[config.mk]
export PLATFORM = sky130hd
export DESIGN_NAME = dasi_serial_if
export DESIGN_NICKNAME = d
export VERILOG_FILES = /design/src/design/dasi_pkg.sv /design/src/design/dasi_conv_timer.sv /design/src/design/dasi_serial_if.sv /design/src/design/dasi_sync.sv
export SDC_FILE = /design/constraint.sdc
export NUM_CORES = 1
export LEC_CHECK = 0
export BUFFER_PORTS_ARGS = -buffer_cell sky130_fd_sc_hd__buf_4
export CAP_MARGIN = 20
export CORE_AREA = 8 8 159 161
export CTS_CLUSTER_SIZE = 16
export DETAILED_ROUTE_END_ITERATION = 12
export DIE_AREA = 0 0 167 169
export GPL_TIMING_DRIVEN = 0
export PLACE_DENSITY_LB_ADDON = 0.25
export SYNTH_ARGS = -nofsm -noshare
export SYNTH_HDL_FRONTEND = slang
export SYNTH_SLANG_ARGS = --single-unit
[constraint.sdc]
create_clock -name i_clock -period 3.7 [get_ports i_clock]
set_input_delay 0.555 -clock i_clock [delete_from_list [all_inputs] [get_ports i_clock]]
set_output_delay 0.555 -clock i_clock [all_outputs]
set_load 0.05 [all_outputs]
[src/design/dasi_pkg.sv]
// constants, types and helpers of the dual converter serial interface
// Operation
// - ref select 0 internal buffer, 1 external pin
// - reset field bits 7..0 of second config
// - soft reset keeps config, reinits interface state
// - hard reset also restores defaults, resets oscillator
// - self test after reset flags setup fail
// - chip select fall samples, converts, drives outputs
// - conversion timed by internal oscillator only
// - results of one conversion read next frame
// - result width 16 or 14 without boost
// - msb at select fall, shift on rising clock
// - select rise releases both outputs
// - frame length from lanes, boost and checksum
// - two lanes: A on first, B on second
// - one lane: A then B on first output
// - boost with oversampling adds two bits
// - second pulse after conversion reads its result
// - read command bit15 0, address 14..12
// - read data returned in following frame
// - write command bit15 1, twelve data bits
// - write access 16 bits, 24 with checksum
// - read checksum appended on first output
// - checksum polynomial x8+x2+x+1
package dasi_pkg;
  // ----------------------------------------------------------------
  // register map
  // ----------------------------------------------------------------
  localparam logic [2:0] ADDR_CFG1 = 3'h1;
  localparam logic [2:0] ADDR_CFG2 = 3'h2;
  localparam logic [2:0] ADDR_ALERT = 3'h3;
  localparam int C1_CRC_R = 0;
  localparam int C1_CRC_W = 1;
  localparam int C1_REF_SEL = 2;
  localparam int C1_RES = 6;
  localparam int C1_OSR_LSB = 9;
  localparam int C2_LANE = 8;
  localparam int AL_SETUP_F = 11;
  localparam logic [11:0] CFG1_DEFAULT = 12'h000;
  localparam logic [11:0] CFG2_DEFAULT = 12'h000;
  localparam logic [11:0] CFG2_STORE_MASK = 12'hf00;
  // ----------------------------------------------------------------
  // serial framing
  // ----------------------------------------------------------------
  localparam logic [6:0] CMD_BITS = 7'h10;
  localparam logic [6:0] CMD_CRC_BITS = 7'h18;
  localparam logic [6:0] CRC_BITS = 7'h08;
  localparam logic [6:0] WORD_BITS = 7'h40;
  localparam logic [7:0] CRC_POLY = 8'h07;
  localparam logic [7:0] CRC_INIT = 8'hff;
  // ----------------------------------------------------------------
  // timing
  // ----------------------------------------------------------------
  localparam int CLK_PERIOD_NS = 4;
  localparam int T_CONVERT_NS = 190;
  localparam int OSC_DIV = 2;
  localparam int CONV_TICKS = (T_CONVERT_NS + CLK_PERIOD_NS * OSC_DIV - 1) / (CLK_PERIOD_NS * OSC_DIV);
  // ----------------------------------------------------------------
  // types
  // ----------------------------------------------------------------
  typedef struct packed {
    logic cs_n;
    logic sclk;
    logic sdi;
  } dasi_pins_t;
  typedef struct packed {
    logic is_write;
    logic [2:0] addr;
    logic [11:0] data;
  } dasi_cmd_t;
  typedef enum logic [1:0] {F_IDLE = 2'b01, F_ACTIVE = 2'b10} dasi_frame_t;
  typedef enum logic [1:0] {C_IDLE = 2'b01, C_CONV = 2'b10} dasi_conv_t;
  // serial form: preset ones equals inverting the first eight data bits
  function automatic logic [7:0] dasi_crc8(input logic [63:0] d, input logic [6:0] len);
    logic [7:0] c;
    logic fb;
    c = CRC_INIT;
    fb = 1'b0;
    for (int i = 0; i < 64; i++) begin
      if (7'(i) < len) begin
        fb = c[7] ^ d[63-i];
        c = {c[6:0], 1'b0} ^ (fb ? CRC_POLY : 8'h00);
      end
    end
    return c;
  endfunction : dasi_crc8
endpackage : dasi_pkg

[src/design/dasi_conv_timer.sv]
// conversion timer paced by the internal oscillator divider
`timescale 1ns/1ps
module dasi_conv_timer import dasi_pkg::*; #(
  parameter int DIV = OSC_DIV,
  parameter int TICKS = CONV_TICKS
) (
  input wire logic i_clock,
  input wire logic i_rst,
  input wire logic i_start,
  output logic o_busy,
  output logic o_done
);
  if (DIV < 1 || DIV > 255 || TICKS < 1 || TICKS > 255) begin : g_chk
    $error("dasi_conv_timer divider or tick count out of range");
  end
  localparam logic [7:0] DIV_LAST = 8'(DIV - 1);
  localparam logic [7:0] TICK_LAST = 8'(TICKS - 1);
  dasi_conv_t state_reg;
  logic [7:0] div_reg;
  logic [7:0] tick_reg;
  logic done_reg;
  wire osc_tick = (div_reg == DIV_LAST);
  // oscillator runs free; the serial clock never enters here
  always_ff @(posedge i_clock) begin
    if (i_rst) begin
      div_reg <= 8'h00;
    end else begin
      div_reg <= osc_tick ? 8'h00 : div_reg + 8'h01;
    end
  end
  always_ff @(posedge i_clock) begin
    if (i_rst) begin
      state_reg <= C_IDLE;
      tick_reg <= 8'h00;
      done_reg <= 1'b0;
    end else begin
      done_reg <= 1'b0;
      case (state_reg)
        C_IDLE: begin
          if (i_start) begin
            state_reg <= C_CONV;
            tick_reg <= 8'h00;
          end
        end
        C_CONV: begin
          if (i_start) begin
            tick_reg <= 8'h00;
          end else if (osc_tick) begin
            if (tick_reg == TICK_LAST) begin
              state_reg <= C_IDLE;
              done_reg <= 1'b1;
            end else begin
              tick_reg <= tick_reg + 8'h01;
            end
          end
        end
        default: state_reg <= C_IDLE;
      endcase
    end
  end
  assign o_busy = (state_reg == C_CONV);
  assign o_done = done_reg;
endmodule : dasi_conv_timer

[src/design/dasi_serial_if.sv]
// serial interface and control logic of the dual converter
`timescale 1ns/1ps
module dasi_serial_if import dasi_pkg::*; #(
  parameter int RES = 16,
  parameter logic [7:0] SOFT_CODE = 8'h3c,
  parameter logic [7:0] HARD_CODE = 8'hff
) (
  input wire logic i_clock,
  input wire logic i_rst,
  input wire logic i_cs_n,
  input wire logic i_sclk,
  input wire logic i_sdi,
  input wire logic [RES+1:0] i_adc_a,
  input wire logic [RES+1:0] i_adc_b,
  input wire logic i_cfg_check_fail,
  output logic o_sdo_a,
  output logic o_sdo_a_oe,
  output logic o_sdo_b,
  output logic o_sdo_b_oe,
  output logic o_sample,
  output logic o_conv_busy,
  output logic o_ref_buf_en,
  output logic o_soft_reset,
  output logic o_hard_reset,
  output logic o_setup_fail,
  output logic o_boost,
  output logic [2:0] o_osr
);
  if (RES != 16 && RES != 14) begin : g_chk
    $error("dasi_serial_if supports resolutions 16 and 14 only");
  end
  // equal codes could not tell a soft reset from a hard one
  if (SOFT_CODE == HARD_CODE) begin : g_code_chk
    $error("dasi_serial_if reset codes must differ");
  end
  // ----------------------------------------------------------------
  // pin synchronisation and edge detection
  // ----------------------------------------------------------------
  dasi_pins_t pins;
  dasi_pins_t pins_prev_reg;
  dasi_sync #(.W(3)) u_sync (
    .i_clock(i_clock),
    .i_rst(i_rst),
    .i_async({i_cs_n, i_sclk, i_sdi}),
    .i_idle(3'h4),
    .o_sync(pins)
  );
  // reset value equals the idle pin levels, so no false edge follows reset
  always_ff @(posedge i_clock) begin
    if (i_rst) begin
      pins_prev_reg <= '{cs_n: 1'b1, sclk: 1'b0, sdi: 1'b0};
    end else begin
      pins_prev_reg <= pins;
    end
  end
  wire cs_fall = pins_prev_reg.cs_n & ~pins.cs_n;
  wire cs_rise = ~pins_prev_reg.cs_n & pins.cs_n;
  wire sclk_rise = ~pins_prev_reg.sclk & pins.sclk;
  wire sclk_fall = pins_prev_reg.sclk & ~pins.sclk;
  // ----------------------------------------------------------------
  // state declarations
  // ----------------------------------------------------------------
  dasi_frame_t frame_reg;
  logic [11:0] cfg1_reg;
  logic [11:0] cfg2_reg;
  logic setup_f_reg;
  logic st_run_reg;
  logic sw_rst_reg;
  logic soft_reg;
  logic hard_reg;
  logic [6:0] cnt_reg;
  logic [23:0] rx_reg;
  logic rd_pend_reg;
  logic [2:0] rd_addr_reg;
  logic [63:0] sh_a_reg;
  logic [63:0] sh_b_reg;
  logic oe_a_reg;
  logic oe_b_reg;
  logic sample_reg;
  logic [RES+1:0] res_a_reg;
  logic [RES+1:0] res_b_reg;
  logic conv_done;
  logic conv_busy;
  wire active = (frame_reg == F_ACTIVE);
  // ----------------------------------------------------------------
  // configuration decode
  // ----------------------------------------------------------------
  wire crc_r = cfg1_reg[C1_CRC_R];
  wire crc_w = cfg1_reg[C1_CRC_W];
  wire [2:0] osr = cfg1_reg[C1_OSR_LSB +: 3];
  wire boost = cfg1_reg[C1_RES] & (osr != 3'h0);
  wire one_lane = cfg2_reg[C2_LANE];
  wire [6:0] rw = boost ? 7'(RES + 2) : 7'(RES);
  wire [6:0] dlen = 7'(rw << 1);
  // ----------------------------------------------------------------
  // conversion timing and result capture
  // ----------------------------------------------------------------
  // a software reset also restarts the timer and drops a conversion in flight
  dasi_conv_timer u_conv (
    .i_clock(i_clock),
    .i_rst(i_rst | sw_rst_reg),
    .i_start(cs_fall),
    .o_busy(conv_busy),
    .o_done(conv_done)
  );
  // results only change when a conversion ends, so a frame opened
  // before that still reads the previous sample
  always_ff @(posedge i_clock) begin
    if (i_rst) begin
      res_a_reg <= '0;
      res_b_reg <= '0;
    end else if (conv_done) begin
      res_a_reg <= i_adc_a;
      res_b_reg <= i_adc_b;
    end
  end
  // ----------------------------------------------------------------
  // output word assembly
  // ----------------------------------------------------------------
  wire [RES+1:0] a_sel = boost ? res_a_reg : (res_a_reg >> 2);
  wire [RES+1:0] b_sel = boost ? res_b_reg : (res_b_reg >> 2);
  wire [63:0] w_a = {{(62 - RES){1'b0}}, a_sel};
  wire [63:0] w_b = {{(62 - RES){1'b0}}, b_sel};
  wire [63:0] a_top = w_a << (WORD_BITS - rw);
  wire [63:0] b_top = w_b << (WORD_BITS - rw);
  wire [63:0] combo = a_top | (w_b << (WORD_BITS - dlen));
  // the checksum always covers both channels, whichever lanes carry them
  wire [7:0] crc_conv = dasi_crc8(combo, dlen);
  wire [63:0] crc_w64 = {56'h0, crc_conv};
  wire [63:0] crc_two = crc_r ? (crc_w64 << (WORD_BITS - rw - CRC_BITS)) : 64'h0;
  wire [63:0] crc_one = crc_r ? (crc_w64 << (WORD_BITS - dlen - CRC_BITS)) : 64'h0;
  wire [11:0] rd_data = (rd_addr_reg == ADDR_CFG1) ? cfg1_reg :
                        (rd_addr_reg == ADDR_CFG2) ? cfg2_reg :
                        {setup_f_reg, 11'h000};
  wire [15:0] rd_word = {1'b0, rd_addr_reg, rd_data};
  wire [63:0] rd_top = {rd_word, 48'h0};
  wire [7:0] crc_rd = dasi_crc8(rd_top, CMD_BITS);
  wire [63:0] rd_a = rd_top | (crc_r ? {16'h0, crc_rd, 40'h0} : 64'h0);
  wire [63:0] conv_a = one_lane ? (combo | crc_one) : (a_top | crc_two);
  wire [63:0] load_a = rd_pend_reg ? rd_a : conv_a;
  wire [63:0] load_b = (rd_pend_reg | one_lane) ? 64'h0 : b_top;
  // ----------------------------------------------------------------
  // command capture and decode
  // ----------------------------------------------------------------
  wire [4:0] rx_idx = 5'(5'd23 - cnt_reg[4:0]);
  wire [23:0] rx_bit = 24'(pins.sdi) << rx_idx;
  dasi_cmd_t cmd;
  assign cmd = rx_reg[23:8];
  wire [7:0] crc_cmd = dasi_crc8({rx_reg[23:8], 48'h0}, CMD_BITS);
  wire long_ok = (cnt_reg >= CMD_BITS);
  // a write that turns write checksums on must already carry a valid one
  wire need_crc = crc_w | ((cmd.addr == ADDR_CFG1) & cmd.data[C1_CRC_W]);
  wire crc_ok = (cnt_reg >= CMD_CRC_BITS) & (rx_reg[7:0] == crc_cmd);
  wire frame_end = active & cs_rise;
  wire wr_ok = frame_end & long_ok & cmd.is_write & (~need_crc | crc_ok);
  wire wr_cfg1 = wr_ok & (cmd.addr == ADDR_CFG1);
  wire wr_cfg2 = wr_ok & (cmd.addr == ADDR_CFG2);
  wire do_soft = wr_cfg2 & (cmd.data[7:0] == SOFT_CODE);
  wire do_hard = wr_cfg2 & (cmd.data[7:0] == HARD_CODE);
  wire rd_cmd = frame_end & long_ok & ~cmd.is_write;
  // an unmapped read leaves nothing pending, so the next frame carries results
  wire rd_mapped = (cmd.addr == ADDR_CFG1) | (cmd.addr == ADDR_CFG2) | (cmd.addr == ADDR_ALERT);
  // ----------------------------------------------------------------
  // frame sequencing
  // ----------------------------------------------------------------
  always_ff @(posedge i_clock) begin
    if (i_rst | sw_rst_reg) begin
      frame_reg <= F_IDLE;
    end else begin
      case (frame_reg)
        F_IDLE: frame_reg <= cs_fall ? F_ACTIVE : F_IDLE;
        F_ACTIVE: frame_reg <= cs_rise ? F_IDLE : F_ACTIVE;
        default: frame_reg <= F_IDLE;
      endcase
    end
  end
  // serial input, first clock lands in bit 23
  always_ff @(posedge i_clock) begin
    if (i_rst | cs_fall) begin
      cnt_reg <= 7'h00;
      rx_reg <= 24'h0;
    end else if (active & sclk_fall) begin
      if (cnt_reg < CMD_CRC_BITS) begin
        rx_reg <= rx_reg | rx_bit;
      end
      if (cnt_reg != 7'h7f) begin
        cnt_reg <= cnt_reg + 7'h01;
      end
    end
  end
  // ----------------------------------------------------------------
  // serial output
  // ----------------------------------------------------------------
  // msb appears at the select fall, later bits on rise
  always_ff @(posedge i_clock) begin
    if (i_rst | sw_rst_reg) begin
      sh_a_reg <= 64'h0;
      sh_b_reg <= 64'h0;
    end else if (cs_fall) begin
      sh_a_reg <= load_a;
      sh_b_reg <= load_b;
    end else if (active & ~cs_rise & sclk_rise) begin
      sh_a_reg <= {sh_a_reg[62:0], 1'b0};
      sh_b_reg <= {sh_b_reg[62:0], 1'b0};
    end
  end
  // enables follow the frame, B only with two lanes; a software reset releases both lanes
  always_ff @(posedge i_clock) begin
    if (i_rst | sw_rst_reg) begin
      oe_a_reg <= 1'b0;
      oe_b_reg <= 1'b0;
    end else if (cs_fall) begin
      oe_a_reg <= 1'b1;
      oe_b_reg <= ~one_lane;
    end else if (cs_rise) begin
      oe_a_reg <= 1'b0;
      oe_b_reg <= 1'b0;
    end
  end
  // ----------------------------------------------------------------
  // register read-back request
  // ----------------------------------------------------------------
  always_ff @(posedge i_clock) begin
    if (i_rst | sw_rst_reg) begin
      rd_pend_reg <= 1'b0;
      rd_addr_reg <= 3'h0;
    end else if (rd_cmd) begin
      rd_pend_reg <= rd_mapped;
      rd_addr_reg <= cmd.addr;
    end else if (cs_fall) begin
      rd_pend_reg <= 1'b0;
    end
  end
  // ----------------------------------------------------------------
  // configuration registers and software resets
  // ----------------------------------------------------------------
  // the reset field is never stored, so it reads back as zero
  always_ff @(posedge i_clock) begin
    if (i_rst) begin
      cfg1_reg <= CFG1_DEFAULT;
      cfg2_reg <= CFG2_DEFAULT;
    end else if (do_hard) begin
      cfg1_reg <= CFG1_DEFAULT;
      cfg2_reg <= CFG2_DEFAULT;
    end else if (wr_cfg1) begin
      cfg1_reg <= cmd.data;
    end else if (wr_cfg2 & ~do_soft) begin
      cfg2_reg <= cmd.data & CFG2_STORE_MASK;
    end
  end
  // reset pulses are registered so they land after the frame closes
  always_ff @(posedge i_clock) begin
    if (i_rst) begin
      sw_rst_reg <= 1'b0;
      soft_reg <= 1'b0;
      hard_reg <= 1'b0;
    end else begin
      sw_rst_reg <= do_soft | do_hard;
      soft_reg <= do_soft | do_hard;
      hard_reg <= do_hard;
    end
  end
  // self test runs once after power-on and after every hard reset;
  // a failure set in the same cycle as a clear still sticks
  wire st_set = st_run_reg & i_cfg_check_fail;
  always_ff @(posedge i_clock) begin
    if (i_rst) begin
      st_run_reg <= 1'b1;
      setup_f_reg <= 1'b0;
    end else begin
      st_run_reg <= hard_reg;
      if (st_set) begin
        setup_f_reg <= 1'b1;
      end else if (soft_reg) begin
        setup_f_reg <= 1'b0;
      end
    end
  end
  // host is expected to follow a set flag with a hard reset
  // ----------------------------------------------------------------
  // outputs
  // ----------------------------------------------------------------
  always_ff @(posedge i_clock) begin
    if (i_rst) begin
      sample_reg <= 1'b0;
      o_conv_busy <= 1'b0;
      o_ref_buf_en <= 1'b1;
      o_boost <= 1'b0;
      o_osr <= 3'h0;
    end else begin
      sample_reg <= cs_fall;
      o_conv_busy <= conv_busy;
      o_ref_buf_en <= ~cfg1_reg[C1_REF_SEL];
      o_boost <= boost;
      o_osr <= osr;
    end
  end
  assign o_sample = sample_reg;
  assign o_sdo_a = sh_a_reg[63];
  assign o_sdo_b = sh_b_reg[63];
  assign o_sdo_a_oe = oe_a_reg;
  assign o_sdo_b_oe = oe_b_reg;
  assign o_soft_reset = soft_reg;
  assign o_hard_reset = hard_reg;
  assign o_setup_fail = setup_f_reg;
endmodule : dasi_serial_if

[src/design/dasi_sync.sv]
// two-flop synchroniser for the serial pins
`timescale 1ns/1ps
module dasi_sync import dasi_pkg::*; #(
  parameter int W = 3
) (
  input wire logic i_clock,
  input wire logic i_rst,
  input wire logic [W-1:0] i_async,
  input wire logic [W-1:0] i_idle,
  output logic [W-1:0] o_sync
);
  if (W < 1) begin : g_chk
    $error("dasi_sync width must be positive");
  end
  logic [W-1:0] meta_reg;
  logic [W-1:0] sync_reg;
  // idle value is a tie-off constant at the instance
  always_ff @(posedge i_clock) begin
    if (i_rst) begin
      meta_reg <= i_idle;
      sync_reg <= i_idle;
    end else begin
      meta_reg <= i_async;
      sync_reg <= meta_reg;
    end
  end
  assign o_sync = sync_reg;
endmodule : dasi_sync

==> results.json <==
{
  "die-width_um": 167,
  "largest_reg_flops": 64,
  "cts.sinks": 225,
  "coreArea_sq_um": 22900,
  "cp.buffers_inverters": 0,
  "antenna_found_initial": 0,
  "fin_crit_sh_pct": 96.9,
  "synth_seq_area_share_pct": 40.1,
  "syn_nets": 1338,
  "crit_path_start_kind": "flip-flop",
  "grt_max_degree": 13,
  "grt-ovfl-total": 0,
  "cpPeakStageDelay_ns": 0.46,
  "netlist_top_cells_count": "225 x dfxtp_1, 199 x nor2_1, 126 x nand2_1",
  "synth_edf_count": 0,
  "drt-vias-per-instance": 5.53,
  "io_pins": 56,
  "grt_pass1_wl_mm": 46.7,
  "cp_cell_sequence": "o31a_1, mux2_2, xnor3_2, xnor3_1, xor2_2, xnor3_1, nor2b_1, or3_1, nand3_1, a31oi_1",
  "max_clock_freq_mhz": 279,
  "grt_use_total_pct": 20.2,
  "hold_viol": 0,
  "path_depth": 10,
  "power.leakage_nw": 5.20,
  "post-route-cell-area_sq_um": 13000,
  "gp_congestion": 0.914,
  "arrival_ns": 3.97,
  "clk-insertion-delay-late_ns": 0.52,
  "multiInputGateArea_sq_um": 6440,
  "whs_endpoint": "u_sync.meta_reg[2]",
  "wl_per_cell_um": 17.5,
  "cts-root-buf": "clkbuf_16",
  "synth_top_area_share_pct": 40.1,
  "fillers": 2073,
  "drc": 0,
  "worst_hold_path.num_cells": 2,
  "diodes": 0,
  "ys.flop_type": "dfxtp_1",
  "crit_fanout": 6,
  "rows": 56,
  "crit_family": "XOR/XNOR gates",
  "clock_path_buffers": 3,
  "final_nets": 1424,
  "drtPass1Iterations": 5,
  "finalClockSkew_ns": 0.0102,
  "status": "finished clean",
  "rsz0062_at_grt": "false",
  "htreeDepth": 1,
  "r2r-start": "cfg1_reg[11]",
  "numPortBuffers": 55,
  "clkTransAtPathRegs_ns": 0.06,
  "die_h_um": 169,
  "yosys.area.top_type": "dfxtp_1",
  "slowest_stage": "xnor3_2",
  "fin_util_pct": 56.7,
  "crit_top_cell": "xnor3_1",
  "end_kind": "flip-flop",
  "fin_crit_ns": 3.58,
  "rrSetupSlack_ns": 0.12,
  "initial_core_util_pct": 49.1,
  "r2r_end": "sh_a_reg[41]",
  "synth_area_leaders": "dfxtp_1 40%, mux2i_1 7.7%, nor2_1 6.6%",
  "slew_violations": 0,
  "vias": 9246,
  "syn2layout_area_growth_pct": 15.6,
  "cp.required_ns": 4.08,
  "fp.dieArea_sq_um": 28200,
  "r2r_cells": 10,
  "ir_drop_mv": 0.368,
  "syn_inst": 1280,
  "cts_tree": "done",
  "holdWs_ns": 0.223,
  "dpl-instance-area_sq_um": 12000,
  "synth_area_sq_um": 11200,
  "synthMostInstantiatedCell": "dfxtp_1",
  "hpwl_mm": 21.4,
  "max_cap_viol_count": 0,
  "drive_above_1_share_pct": 10.4,
  "setup_viol": 0,
  "hold_path.class": "input pin to flip-flop",
  "ys_ff_latch": 225,
  "synth_cell_types": 61,
  "crit_type": "flip-flop to flip-flop",
  "cts_hold_buf": 0,
  "yosys_warnings": 0,
  "powerDensity_nw_per_um2": 396,
  "tightestPinTransition_ns": 0.937,
  "hold_path_startpoint": "i_cs_n",
  "syn_area_per_cell_sq_um": 8.78,
  "grt_pass1_vias": 8914,
  "async_flop_share_pct": 0,
  "routed_wl_mm": 29.2,
  "dr.first_iter.drc_count": 538,
  "ff_latch_area_sq_um": 4520,
  "ant_nets": 0,
  "cts_buffers": 25,
  "slew_headroom_pct": 37.5
}
==> per-layer routing <==
metal,part of all wire [%],track usage [%],vias up
met4,2.3,5.60,0
met5,0,0,-
met3,5.5,3.52,45
met2,47,34.0,248
met1,45,26.3,4416
li1,-,-,4537
==> kinds of logic (layout without fill, tap and decap cells) <==
| group | Yosys count | in the layout | synth area share (%) |
|---|---|---|---|
| simple gates | 449 | 449 | 17.6 |
| buf+inv | 103 | 205 | 3.55 |
| xor+xnor | 157 | 157 | 15.8 |
| compound gates | 243 | 243 | 13.5 |
| mux | 87 | 87 | 7.76 |
| flops | 225 | 225 | 40.1 |
| fa+ha+maj | 16 | 16 | 1.78 |
==> worst reg2reg max path, stage by stage (launching register included) <==
cell,delay [ns]
dfxtp_4,0.40
o31a_1,0.32
mux2_2,0.42
xnor3_2,0.46
xnor3_1,0.44
xor2_2,0.23
xnor3_1,0.46
nor2b_1,0.15
or3_1,0.34
nand3_1,0.13
a31oi_1,0.10
==> layout make-up <==
class                      count  area share [%]
tap                          290            2.79
clock inverter                 4           0.385
timing repair buffer          61            3.51
multi-input combinational    952            49.6
sequential                   225            34.8
clock buffer                  39            5.84
inverter                      20           0.578
buffer                        81            2.50
==> per-stage QoR <==
step	cells	setup slack, ns	power, mW	setup TNS [ns]
final	1672	0.116	5.15	0
after CTS	1673	0.00687	5.20	0
after detailed placement	1625	-0.426	2.77	-6.24
after global routing	1672	0.00785	5.32	0
after floorplan	1280	0.126	2.67	0
after global placement	1625	-0.379	2.76	-5.51
==> where the power goes <==
group / switching (mW) / internal, mW / leakage, nW / total [mW]
combinational: 0.135 / 0.0928 / 2.98 / 0.227
sequential: 0.0237 / 2.46 / 1.83 / 2.49
clock: 0.973 / 1.47 / 0.391 / 2.44
==> placed cells by master, fill, tap and decap left out, drive strengths merged, types with 25 or more instances in the layout <==
cell type,synthesis,layout
clkbuf,70,109
mux2i,86,86
xnor2,83,83
dfxtp,225,225
nand2,126,126
o21ai,44,44
xnor3,25,25
a21oi,97,97
xor2,46,46
buf,13,72
nor2,199,199
==> timing repair <==
item                                   in CTS  in global routing
setup endpoints to repair                  19                 17
pin swaps                                   5                  7
endpoints found under the hold margin       0                  0
gates resized for setup                    15                 20
buffers inserted                            5                  0
==> worst max path at each step <==
stage	start	end
floorplan	rx_reg[20]	cfg2_reg[10]
global placement	rx_reg[20]	cfg1_reg[5]
detailed placement	rx_reg[20]	cfg1_reg[11]
CTS	cfg1_reg[11]	sh_a_reg[41]
global route	cfg1_reg[11]	sh_a_reg[41]
finish	cfg1_reg[11]	sh_a_reg[41]
Power figures use the tool's default switching activity.
